==> src/include/bppl_pkg.sv <==
// Shared constants and types for the bidirectional port pin logic
package bppl_pkg;

  localparam int unsigned ADDR_W = 6;
  localparam int unsigned DATA_W = 32;

  // Register byte offsets
  localparam logic [5:0] OFS_PC_PIN = 6'h00;
  localparam logic [5:0] OFS_PC_LAT = 6'h04;
  localparam logic [5:0] OFS_PC_DIR = 6'h08;
  localparam logic [5:0] OFS_ODSEL  = 6'h0c;
  localparam logic [5:0] OFS_PD_PIN = 6'h10;
  localparam logic [5:0] OFS_PD_LAT = 6'h14;
  localparam logic [5:0] OFS_PD_DIR = 6'h18;
  localparam logic [5:0] OFS_PADCFG = 6'h1c;
  localparam logic [5:0] OFS_PSPCTL = 6'h20;

  // Reset values
  localparam logic [7:0] RST_LAT    = 8'h00;
  localparam logic [7:0] RST_DIR    = 8'hff;
  localparam logic [7:0] RST_ODSEL  = 8'h00;
  localparam logic [7:0] RST_PADCFG = 8'h80;
  localparam logic [7:0] RST_PSPCTL = 8'h00;

  // Field positions
  localparam int unsigned PADCFG_PU_DIS = 7;
  localparam int unsigned PSPCTL_EN     = 4;
  localparam int unsigned OD_UART1      = 0;
  localparam int unsigned OD_CAPTURE_COMPARE_4       = 5;
  localparam int unsigned TOP_PIN       = 7;

  localparam logic [1:0] RESP_OKAY   = 2'h0;
  localparam logic [1:0] RESP_SLVERR = 2'h2;

  typedef enum logic [3:0] {
    REG_PC_PIN = 4'h0,
    REG_PC_LAT = 4'h1,
    REG_PC_DIR = 4'h2,
    REG_ODSEL  = 4'h3,
    REG_PD_PIN = 4'h4,
    REG_PD_LAT = 4'h5,
    REG_PD_DIR = 4'h6,
    REG_PADCFG = 4'h7,
    REG_PSPCTL = 4'h8,
    REG_NONE   = 4'hf
  } bppl_reg_e;

  // Registered drive of one eight-pin port
  typedef struct packed {
    logic [7:0] dout;
    logic [7:0] oe;
  } bppl_pad_s;

endpackage : bppl_pkg

==> src/rtl/bppl_top.sv <==
// Port C top pin and port D pin logic with an AXI4-Lite register slave
// What this block does
// - Port D has eight pins, one bit each in pin, latch, direction.
// - Direction bit clear drives latch onto pin; set makes pin input.
// - Each port D pin chooses direction independently via own bit.
// - Any reset makes all port D pins inputs, direction bits set.
// - Pad config bit 7 disables all eight port D pull-ups together.
// - A pin's pull-up is forced off while it is an output.
// - Reset leaves port D pull-ups disabled.
// - Parallel slave control bit 4 makes port D a parallel data port.
// - In parallel slave mode direction bits do not decide drive.
// - Capture/compare 4 output replaces latch on port C top pin.
// - UART1 sync data overrides latch and direction; pin drives even with direction set.
// - Top pin as input feeds UART1 receive and capture 4 input.
// - CAN receive taken from top pin only when remap bit set.
// - Port D low pins as inputs connect to comparator inputs outside parallel mode.
// - Port D pin 3 always carries charge unit current to comparator 2.
// - Port C has pin, latch, direction and open-drain select registers.
// - Port D can be left out by a build parameter.
//
// Register access over AXI4-Lite and the register addresses were decided locally.
`timescale 1ns/1ns
`default_nettype none
module bppl_top #(
  parameter bit PORT_D_EN = 1'b1
) (
  // Clock and reset
  input  wire logic        clk_i,
  input  wire logic        resetn_i,
  // AXI4-Lite write
  input  wire logic [5:0]  s_awaddr_i,
  input  wire logic        s_awvalid_i,
  output logic             s_awready_o,
  input  wire logic [31:0] s_wdata_i,
  input  wire logic [3:0]  s_wstrb_i,
  input  wire logic        s_wvalid_i,
  output logic             s_wready_o,
  output logic [1:0]       s_bresp_o,
  output logic             s_bvalid_o,
  input  wire logic        s_bready_i,
  // AXI4-Lite read
  input  wire logic [5:0]  s_araddr_i,
  input  wire logic        s_arvalid_i,
  output logic             s_arready_o,
  output logic [31:0]      s_rdata_o,
  output logic [1:0]       s_rresp_o,
  output logic             s_rvalid_o,
  input  wire logic        s_rready_i,
  // Port C pads
  input  wire logic [7:0]  pc_pin_i,
  output logic [7:0]       pc_out_o,
  output logic [7:0]       pc_oe_o,
  // Port D pads
  input  wire logic [7:0]  pd_pin_i,
  output logic [7:0]       pd_out_o,
  output logic [7:0]       pd_oe_o,
  output logic [7:0]       pd_pullup_o,
  // Peripheral overrides on the port C top pin
  input  wire logic        capture_compare_4_out_en_i,
  input  wire logic        capture_compare_4_out_i,
  input  wire logic        uart1_sync_tx_i,
  input  wire logic        uart1_sync_data_i,
  input  wire logic        can_pin_remap_i,
  output logic             uart1_async_receive_o,
  output logic             uart1_sync_data_o,
  output logic             capture_compare_4_capture_o,
  output logic             can_receive_input_o,
  output logic [7:0]       open_drain_select_o,
  // Parallel slave port data path
  input  wire logic        psp_drive_i,
  input  wire logic [7:0]  psp_data_i,
  output logic             parallel_slave_enable_o,
  output logic [7:0]       psp_data_o,
  // Analog connections
  output logic [3:0]       cmp_connect_o,
  output logic             charge_unit_connect_o
);

  logic [1:0] rst_sync_q;
  logic       rst_n;

  always_ff @(posedge clk_i or negedge resetn_i) begin
    if (!resetn_i) begin
      rst_sync_q <= 2'h0;
    end else begin
      rst_sync_q <= {rst_sync_q[0], 1'b1};
    end
  end
  assign rst_n = rst_sync_q[1];

  // Pins arrive from outside; two stages before any use
  logic [7:0] pc_meta_q, pc_sync_q, pd_meta_q, pd_sync_q;

  always_ff @(posedge clk_i or negedge rst_n) begin
    if (!rst_n) begin
      pc_meta_q <= 8'h00;
      pc_sync_q <= 8'h00;
      pd_meta_q <= 8'h00;
      pd_sync_q <= 8'h00;
    end else begin
      pc_meta_q <= pc_pin_i;
      pc_sync_q <= pc_meta_q;
      pd_meta_q <= pd_pin_i;
      pd_sync_q <= pd_meta_q;
    end
  end

  function automatic bppl_pkg::bppl_reg_e reg_sel(input logic [5:0] a);
    case (a)
      bppl_pkg::OFS_PC_PIN: reg_sel = bppl_pkg::REG_PC_PIN;
      bppl_pkg::OFS_PC_LAT: reg_sel = bppl_pkg::REG_PC_LAT;
      bppl_pkg::OFS_PC_DIR: reg_sel = bppl_pkg::REG_PC_DIR;
      bppl_pkg::OFS_ODSEL:  reg_sel = bppl_pkg::REG_ODSEL;
      bppl_pkg::OFS_PD_PIN: reg_sel = bppl_pkg::REG_PD_PIN;
      bppl_pkg::OFS_PD_LAT: reg_sel = bppl_pkg::REG_PD_LAT;
      bppl_pkg::OFS_PD_DIR: reg_sel = bppl_pkg::REG_PD_DIR;
      bppl_pkg::OFS_PADCFG: reg_sel = bppl_pkg::REG_PADCFG;
      bppl_pkg::OFS_PSPCTL: reg_sel = bppl_pkg::REG_PSPCTL;
      default:              reg_sel = bppl_pkg::REG_NONE;
    endcase
  endfunction : reg_sel

  // Write channel: address and data held until both have arrived
  logic       aw_full_q, w_full_q, bvalid_q, wr_en;
  logic [5:0] aw_addr_q;
  logic [7:0] w_data_q;
  logic       w_lane0_q;
  logic [1:0] bresp_q;
  bppl_pkg::bppl_reg_e wsel;

  assign s_awready_o = !aw_full_q;
  assign s_wready_o  = !w_full_q;
  assign wr_en       = aw_full_q && w_full_q && !bvalid_q;
  assign wsel        = reg_sel(aw_addr_q);

  always_ff @(posedge clk_i or negedge rst_n) begin
    if (!rst_n) begin
      aw_full_q <= 1'b0;
      aw_addr_q <= 6'h00;
      w_full_q  <= 1'b0;
      w_data_q  <= 8'h00;
      w_lane0_q <= 1'b0;
      bvalid_q  <= 1'b0;
      bresp_q   <= bppl_pkg::RESP_OKAY;
    end else begin
      if (s_awvalid_i && s_awready_o) begin
        aw_full_q <= 1'b1;
        aw_addr_q <= s_awaddr_i;
      end
      if (s_wvalid_i && s_wready_o) begin
        w_full_q  <= 1'b1;
        w_data_q  <= s_wdata_i[7:0];
        w_lane0_q <= s_wstrb_i[0];
      end
      if (wr_en) begin
        aw_full_q <= 1'b0;
        w_full_q  <= 1'b0;
        bvalid_q  <= 1'b1;
        bresp_q   <= (wsel == bppl_pkg::REG_NONE) ? bppl_pkg::RESP_SLVERR
                                                  : bppl_pkg::RESP_OKAY;
      end else if (bvalid_q && s_bready_i) begin
        bvalid_q <= 1'b0;
      end
    end
  end
  assign s_bvalid_o = bvalid_q;
  assign s_bresp_o  = bresp_q;

  // Register file
  logic [7:0] port_c_output_latch_q, port_c_direction_q, odsel_q, port_d_output_latch_q, port_d_direction_q, padcfg_q, pspctl_q;
  logic       reg_we;
  assign reg_we = wr_en && w_lane0_q;

  always_ff @(posedge clk_i or negedge rst_n) begin
    if (!rst_n) begin
      port_c_output_latch_q  <= bppl_pkg::RST_LAT;
      port_c_direction_q <= bppl_pkg::RST_DIR;
      odsel_q <= bppl_pkg::RST_ODSEL;
    end else if (reg_we) begin
      case (wsel)
        bppl_pkg::REG_PC_PIN: port_c_output_latch_q  <= w_data_q;
        bppl_pkg::REG_PC_LAT: port_c_output_latch_q  <= w_data_q;
        bppl_pkg::REG_PC_DIR: port_c_direction_q <= w_data_q;
        bppl_pkg::REG_ODSEL:  odsel_q <= w_data_q;
        default: ;
      endcase
    end
  end

  // Port D state always resets to inputs with pull-ups off
  always_ff @(posedge clk_i or negedge rst_n) begin
    if (!rst_n) begin
      port_d_output_latch_q   <= bppl_pkg::RST_LAT;
      port_d_direction_q  <= bppl_pkg::RST_DIR;
      padcfg_q <= bppl_pkg::RST_PADCFG;
      pspctl_q <= bppl_pkg::RST_PSPCTL;
    end else if (reg_we && PORT_D_EN) begin
      case (wsel)
        bppl_pkg::REG_PD_PIN: port_d_output_latch_q   <= w_data_q;
        bppl_pkg::REG_PD_LAT: port_d_output_latch_q   <= w_data_q;
        bppl_pkg::REG_PD_DIR: port_d_direction_q  <= w_data_q;
        bppl_pkg::REG_PADCFG: padcfg_q <= w_data_q;
        bppl_pkg::REG_PSPCTL: pspctl_q <= w_data_q;
        default: ;
      endcase
    end
  end

  // Read channel: one cycle from address to data
  logic        rvalid_q;
  logic [31:0] rdata_q;
  logic [1:0]  rresp_q;
  logic [7:0]  rd_byte;
  logic        rd_hit;
  bppl_pkg::bppl_reg_e rsel;

  assign s_arready_o = !rvalid_q;
  assign rsel        = reg_sel(s_araddr_i);

  always_comb begin
    rd_byte = 8'h00;
    rd_hit  = 1'b1;
    case (rsel)
      bppl_pkg::REG_PC_PIN: rd_byte = pc_sync_q;
      bppl_pkg::REG_PC_LAT: rd_byte = port_c_output_latch_q;
      bppl_pkg::REG_PC_DIR: rd_byte = port_c_direction_q;
      bppl_pkg::REG_ODSEL:  rd_byte = odsel_q;
      bppl_pkg::REG_PD_PIN: rd_byte = pd_sync_q;
      bppl_pkg::REG_PD_LAT: rd_byte = port_d_output_latch_q;
      bppl_pkg::REG_PD_DIR: rd_byte = port_d_direction_q;
      bppl_pkg::REG_PADCFG: rd_byte = padcfg_q;
      bppl_pkg::REG_PSPCTL: rd_byte = pspctl_q;
      default:              rd_hit  = 1'b0;
    endcase
    if (!PORT_D_EN && rsel >= bppl_pkg::REG_PD_PIN) begin
      rd_byte = 8'h00;
    end
  end

  always_ff @(posedge clk_i or negedge rst_n) begin
    if (!rst_n) begin
      rvalid_q <= 1'b0;
      rdata_q  <= 32'h0000_0000;
      rresp_q  <= bppl_pkg::RESP_OKAY;
    end else if (s_arvalid_i && s_arready_o) begin
      rvalid_q <= 1'b1;
      rdata_q  <= {24'h00_0000, rd_byte};
      rresp_q  <= rd_hit ? bppl_pkg::RESP_OKAY : bppl_pkg::RESP_SLVERR;
    end else if (s_rready_i) begin
      rvalid_q <= 1'b0;
    end
  end
  assign s_rvalid_o = rvalid_q;
  assign s_rdata_o  = rdata_q;
  assign s_rresp_o  = rresp_q;

  // Port C drive; only the top pin has overrides here
  localparam int unsigned T = bppl_pkg::TOP_PIN;
  bppl_pkg::bppl_pad_s pc_d, pc_q, pd_d, pd_q;
  logic [7:0] pu_d, pu_q;
  logic       top_dat, top_oe;
  logic       psp_en, pu_dis;

  always_comb begin
    top_dat = port_c_output_latch_q[T];
    top_oe  = !port_c_direction_q[T];
    if (uart1_sync_tx_i) begin
      // Open drain only pulls low, the line idles on its own pull-up
      top_dat = uart1_sync_data_i;
      top_oe  = odsel_q[bppl_pkg::OD_UART1] ? !uart1_sync_data_i : 1'b1;
    end else if (capture_compare_4_out_en_i && !port_c_direction_q[T]) begin
      top_dat = capture_compare_4_out_i;
      top_oe  = odsel_q[bppl_pkg::OD_CAPTURE_COMPARE_4] ? !capture_compare_4_out_i : 1'b1;
    end
    pc_d.dout = {top_dat, port_c_output_latch_q[T-1:0]};
    pc_d.oe   = {top_oe, ~port_c_direction_q[T-1:0]};
  end

  assign psp_en = pspctl_q[bppl_pkg::PSPCTL_EN] && PORT_D_EN;
  assign pu_dis = padcfg_q[bppl_pkg::PADCFG_PU_DIS];

  always_comb begin
    if (psp_en) begin
      pd_d.dout = psp_data_i;
      pd_d.oe   = {8{psp_drive_i}};
    end else begin
      pd_d.dout = port_d_output_latch_q;
      pd_d.oe   = ~port_d_direction_q;
    end
    pu_d = {8{!pu_dis}} & ~pd_d.oe;
  end

  always_ff @(posedge clk_i or negedge rst_n) begin
    if (!rst_n) begin
      pc_q <= '0;
      pd_q <= '0;
      pu_q <= 8'h00;
    end else begin
      pc_q <= pc_d;
      pd_q <= pd_d;
      pu_q <= pu_d;
    end
  end

  assign pc_out_o            = pc_q.dout;
  assign pc_oe_o             = pc_q.oe;
  assign open_drain_select_o = odsel_q;

  // Peripheral inputs from the top pin; idle levels when not an input
  assign uart1_async_receive_o = port_c_direction_q[T] ? pc_sync_q[T] : 1'b1;
  assign uart1_sync_data_o     = port_c_direction_q[T] ? pc_sync_q[T] : 1'b1;
  assign capture_compare_4_capture_o        = port_c_direction_q[T] && pc_sync_q[T];
  assign can_receive_input_o   = (can_pin_remap_i && port_c_direction_q[T]) ? pc_sync_q[T] : 1'b1;

  generate
    if (PORT_D_EN) begin : g_port_d
      assign pd_out_o                = pd_q.dout;
      assign pd_oe_o                 = pd_q.oe;
      assign pd_pullup_o             = pu_q;
      assign parallel_slave_enable_o = psp_en;
      assign psp_data_o              = pd_sync_q;
      // Comparator switches close only for inputs outside parallel mode; the charge unit switch is always closed
      assign cmp_connect_o = ~port_d_direction_q[3:0] == 4'h0 ? {4{!psp_en}} : port_d_direction_q[3:0] & {4{!psp_en}};
      assign charge_unit_connect_o = 1'b1;
    end else begin : g_no_port_d
      assign pd_out_o                = 8'h00;
      assign pd_oe_o                 = 8'h00;
      assign pd_pullup_o             = 8'h00;
      assign parallel_slave_enable_o = 1'b0;
      assign psp_data_o              = 8'h00;
      assign cmp_connect_o           = 4'h0;
      assign charge_unit_connect_o   = 1'b0;
    end
  endgenerate
endmodule : bppl_top
`default_nettype wire

==> config.mk <==
export PLATFORM = sky130hd
export DESIGN_NAME = bppl_top
export DESIGN_NICKNAME = d
export VERILOG_FILES = /design/src/include/bppl_pkg.sv /design/src/rtl/bppl_top.sv
export SDC_FILE = /design/constraint.sdc
export NUM_CORES = 1
export LEC_CHECK = 0
export BUFFER_PORTS_ARGS = -buffer_cell sky130_fd_sc_hd__clkbuf_2
export CAP_MARGIN = 20
export CORE_MARGIN = 5
export CORE_UTILIZATION = 50
export CTS_CLUSTER_SIZE = 16
export DETAILED_ROUTE_END_ITERATION = 10
export PLACE_DENSITY = 0.81
export SETUP_SLACK_MARGIN = 0.05
export SYNTH_ARGS = -nofsm -noshare
export SYNTH_HDL_FRONTEND = slang
export SYNTH_SLANG_ARGS = --single-unit
==> constraint.sdc <==
create_clock -name clk_i -period 6.67 [get_ports clk_i]
set_input_delay 1.334 -clock clk_i [delete_from_list [all_inputs] [get_ports clk_i]]
set_output_delay 1.334 -clock clk_i [all_outputs]
set_load 0.005 [all_outputs]
==> qor.csv <==
stage,metric,value,unit
placed_design,placed_area,7050,um^2
synth,postSynthCellCount,441,
sta,grt_setup_unrepaired,no,
final_layout,drive_above_1_share,47.5,%
clock_network,clk_latency,420,ps
final_layout,multi_input_area,2090,um^2
sta,max_freq,341,MHz
flow_run,maxCapViolations,0,
placed_design,dp_hpwl,9820,um
clock_network,htreeDepth,4,
sta,tightest_slew,889,ps
placed_design,routabilityCongestion,0.827,
placed_design,portBuffers,137,
global_route,grt_max_degree,84,
sta,finalCriticalPeriod,2930,ps
global_route,grt_pass1_wl,21600,um
critical_path,critPathArrivalTime,1590,ps
synth,ys_seq_area_share,63.4,%
critical_path,worstPathRequired,5340,ps
detailed_routing,route.vias.total,3877,
synth,netlist_area,6310,um^2
critical_path,cp_max_fo,1,
synth,synth_cell_types,37,
final_layout,stdcell_count,766,
clock_network,cts_resized,0,
floorplanning,dieArea,15000,um^2
sta,fin_skew,6.74,ps
synth,async_flop_share,100,%
power_and_ir_drop,p_leak,0.00375,uW
floorplanning,die_width,122,um
final_layout,nets,666,
power_and_ir_drop,ir_worst_vdd,0.000218,V
global_route,antenna_found_initial,0,
clock_network,cts.path.max_buffers,2,
global_route,grt_usage,19.3,%
final_layout,fin_area,7670,um^2
floorplanning,ios,192,
critical_path,cp-end-kind,output port,
detailed_routing,drt_iter0_markers,166,
placed_design,dpl.cell_count,733,
sta,tns,0,ps
sta,period_share,43.9,%
synth,ys_ff_latch,159,
sta,setup-violations-final,0,
global_route,grt_pass1_vias,4096,
critical_path,r2r-end,open_drain_select_o[3],
floorplanning,rows,41,
final_layout,antennaDiodeCount,0,
clock_network,clock-sinks,159,
min_path,hp-class,flip-flop to flip-flop,
final_layout,nFillCells,960,
critical_path,rrSetupSlack,4610,ps
floorplanning,die_h,122,um
critical_path,reg2reg_depth,5,
clock_network,cts_tree,yes,
global_route,gr-total-overflow,0,
detailed_routing,wire_per_inst,18.0,um
power_and_ir_drop,power,3130,uW
critical_path,cp-endpoint,can_receive_input_o,
detailed_routing,wirelength,13800,um
detailed_routing,drc_errors,0,
clock_network,numCtsBuffers,17,
detailed_routing,via_per_inst,5.06,
synth,syn_avg_cell_area,14.3,um^2
floorplanning,core_area,12500,um^2
synth,ys.flop_type,dfrtp_1,
synth,yosysWarnings,0,
sta,hold_viol,0,
detailed_routing,antenna_left,0,
final_layout,seqCellArea,4000,um^2
power_and_ir_drop,power_density,408,nW/um^2
clock_network,path_clk_slew,60,ps
synth,synth_edf_count,0,
clock_network,cts_root_buf,clkbuf_16,
run_status,status,finished clean,
floorplanning,initial_utilization,50.4,%
sta,drv_slew,0,
sta,hold_slack,347,ps
critical_path,worstSetupPathType,input pin to output port,
clock_network,cts-hold-fix-buffers,0,
detailed_routing,dr.pass1.iters,4,
final_layout,area_growth,21.4,%
critical_path,cp-start-kind,input pin,
critical_path,rr_startpoint,s_bvalid_o,
sta,relSlewSlack,40.7,%
critical_path,crit_path_start,can_pin_remap_i,
clock_network,cts_setup_buffers,0,
how the worst min path moves through the flow:
stage	startpoint	to	slack, ps	depth (start not counted)
floorplan	pc_meta_q[0]	pc_sync_q[0]	330	0
global route	pc_meta_q[7]	pc_sync_q[7]	350	0
CTS	pd_meta_q[2]	psp_data_o[2]	350	0
global placement	pd_meta_q[7]	psp_data_o[7]	330	0
detailed placement	pd_meta_q[2]	psp_data_o[2]	330	0
finish	pd_meta_q[1]	psp_data_o[1]	350	0
worst max-delay path, cell delays in order:
cell and delay (ps):
clkbuf_2 80, nand3b_1 70, clkbuf_2 110
placed cells by master, fill, tap and decap left out, types with 2 or more instances in the layout:
cell type,n
nor3b_4,3
nand2b_1,10
nor3_1,2
o21a_1,2
clkbuf_2,137
clkinv_2,3
buf_4,2
o22a_1,8
nand2_1,4
clkinvlp_4,5
nand3b_1,3
mux2i_1,25
nor2b_1,5
a31oi_1,2
clkbuf_8,3
dfrtp_1,141
clkbuf_1,2
o211ai_1,8
nand3_1,2
conb_1,28
o21ai_0,19
a21oi_1,11
inv_1,12
a22o_1,8
clkbuf_16,17
nor2_1,12
mux2_2,86
bufinv_16,2
dfstp_2,17
and2b_1,2
flip-flops by register name, indices dropped and copies added, names as in the netlist, 2 cells and up:
name,count
s_rdata_o,8
open_drain_select_o,8
port_d_direction_q,8
pc_meta_q,8
pd_pullup_o,8
pd_oe_o,8
w_data_q,8
port_d_output_latch_q,8
aw_addr_q,6
padcfg_q,8
port_c_output_latch_q,8
psp_data_o,8
pc_sync_q,8
rst_sync_q,2
pd_out_o,8
pc_out_o,8
pc_oe_o,8
pspctl_q,8
pd_meta_q,8
port_c_direction_q,8
layout make-up:
type	count	area share, %
inverter	12	0.588
timing repair buffer	140	9.50
multi-input combinational	251	27.2
clock inverter	10	1.47
sequential	159	52.2
tap	172	2.81
clock buffer	22	6.19
power breakdown:
group	internal [uW]	switching [uW]	total [uW]
logic	363	257	620
registers	1280	280	1560
clock network	578	364	942
synth_stat cells (3+ instances only):
library cell | instances | area share, %
buf_4 | 28 | 3.3
clkbuf_1 | 12 | 0.71
nor3b_4 | 3 | 0.89
dfrtp_1 | 142 | 56
nand2_1 | 4 | 0.24
o22a_1 | 8 | 1.1
mux2i_1 | 25 | 4.0
nand3b_1 | 3 | 0.36
nor2b_1 | 5 | 0.50
o211ai_1 | 8 | 0.95
mux2_2 | 86 | 15
nand2b_1 | 10 | 0.99
nor2_1 | 12 | 0.71
o21ai_0 | 19 | 1.5
dfstp_2 | 17 | 7.1
buf_2 | 3 | 0.24
inv_1 | 12 | 0.71
a21oi_1 | 11 | 0.87
a22o_1 | 8 | 1.1
kinds of logic after synthesis:
family / synth area share [%]
simple gates: 5.81
flops: 63.4
mux: 19.5
compound gates: 6.11
other cells: 0.119
buf+inv: 5.11
stage by stage:
stage               setup slack [ps]  utilization (%)
floorplan                       1940                -
global placement                3640             56.3
detailed placement              3570             56.3
CTS                             3690             61.0
global route                    3660             61.2
finish                          3740             61.2
metal layers:
layer	vias up	share of wire (%)	global-route usage (%)
li1	1771	-	-
met1	1929	41	25.0
met2	148	49	30.6
met3	29	6.4	4.84
met4	0	3.2	9.03
met5	-	0	0
Note: power is estimated with default switching activity, not from simulation.
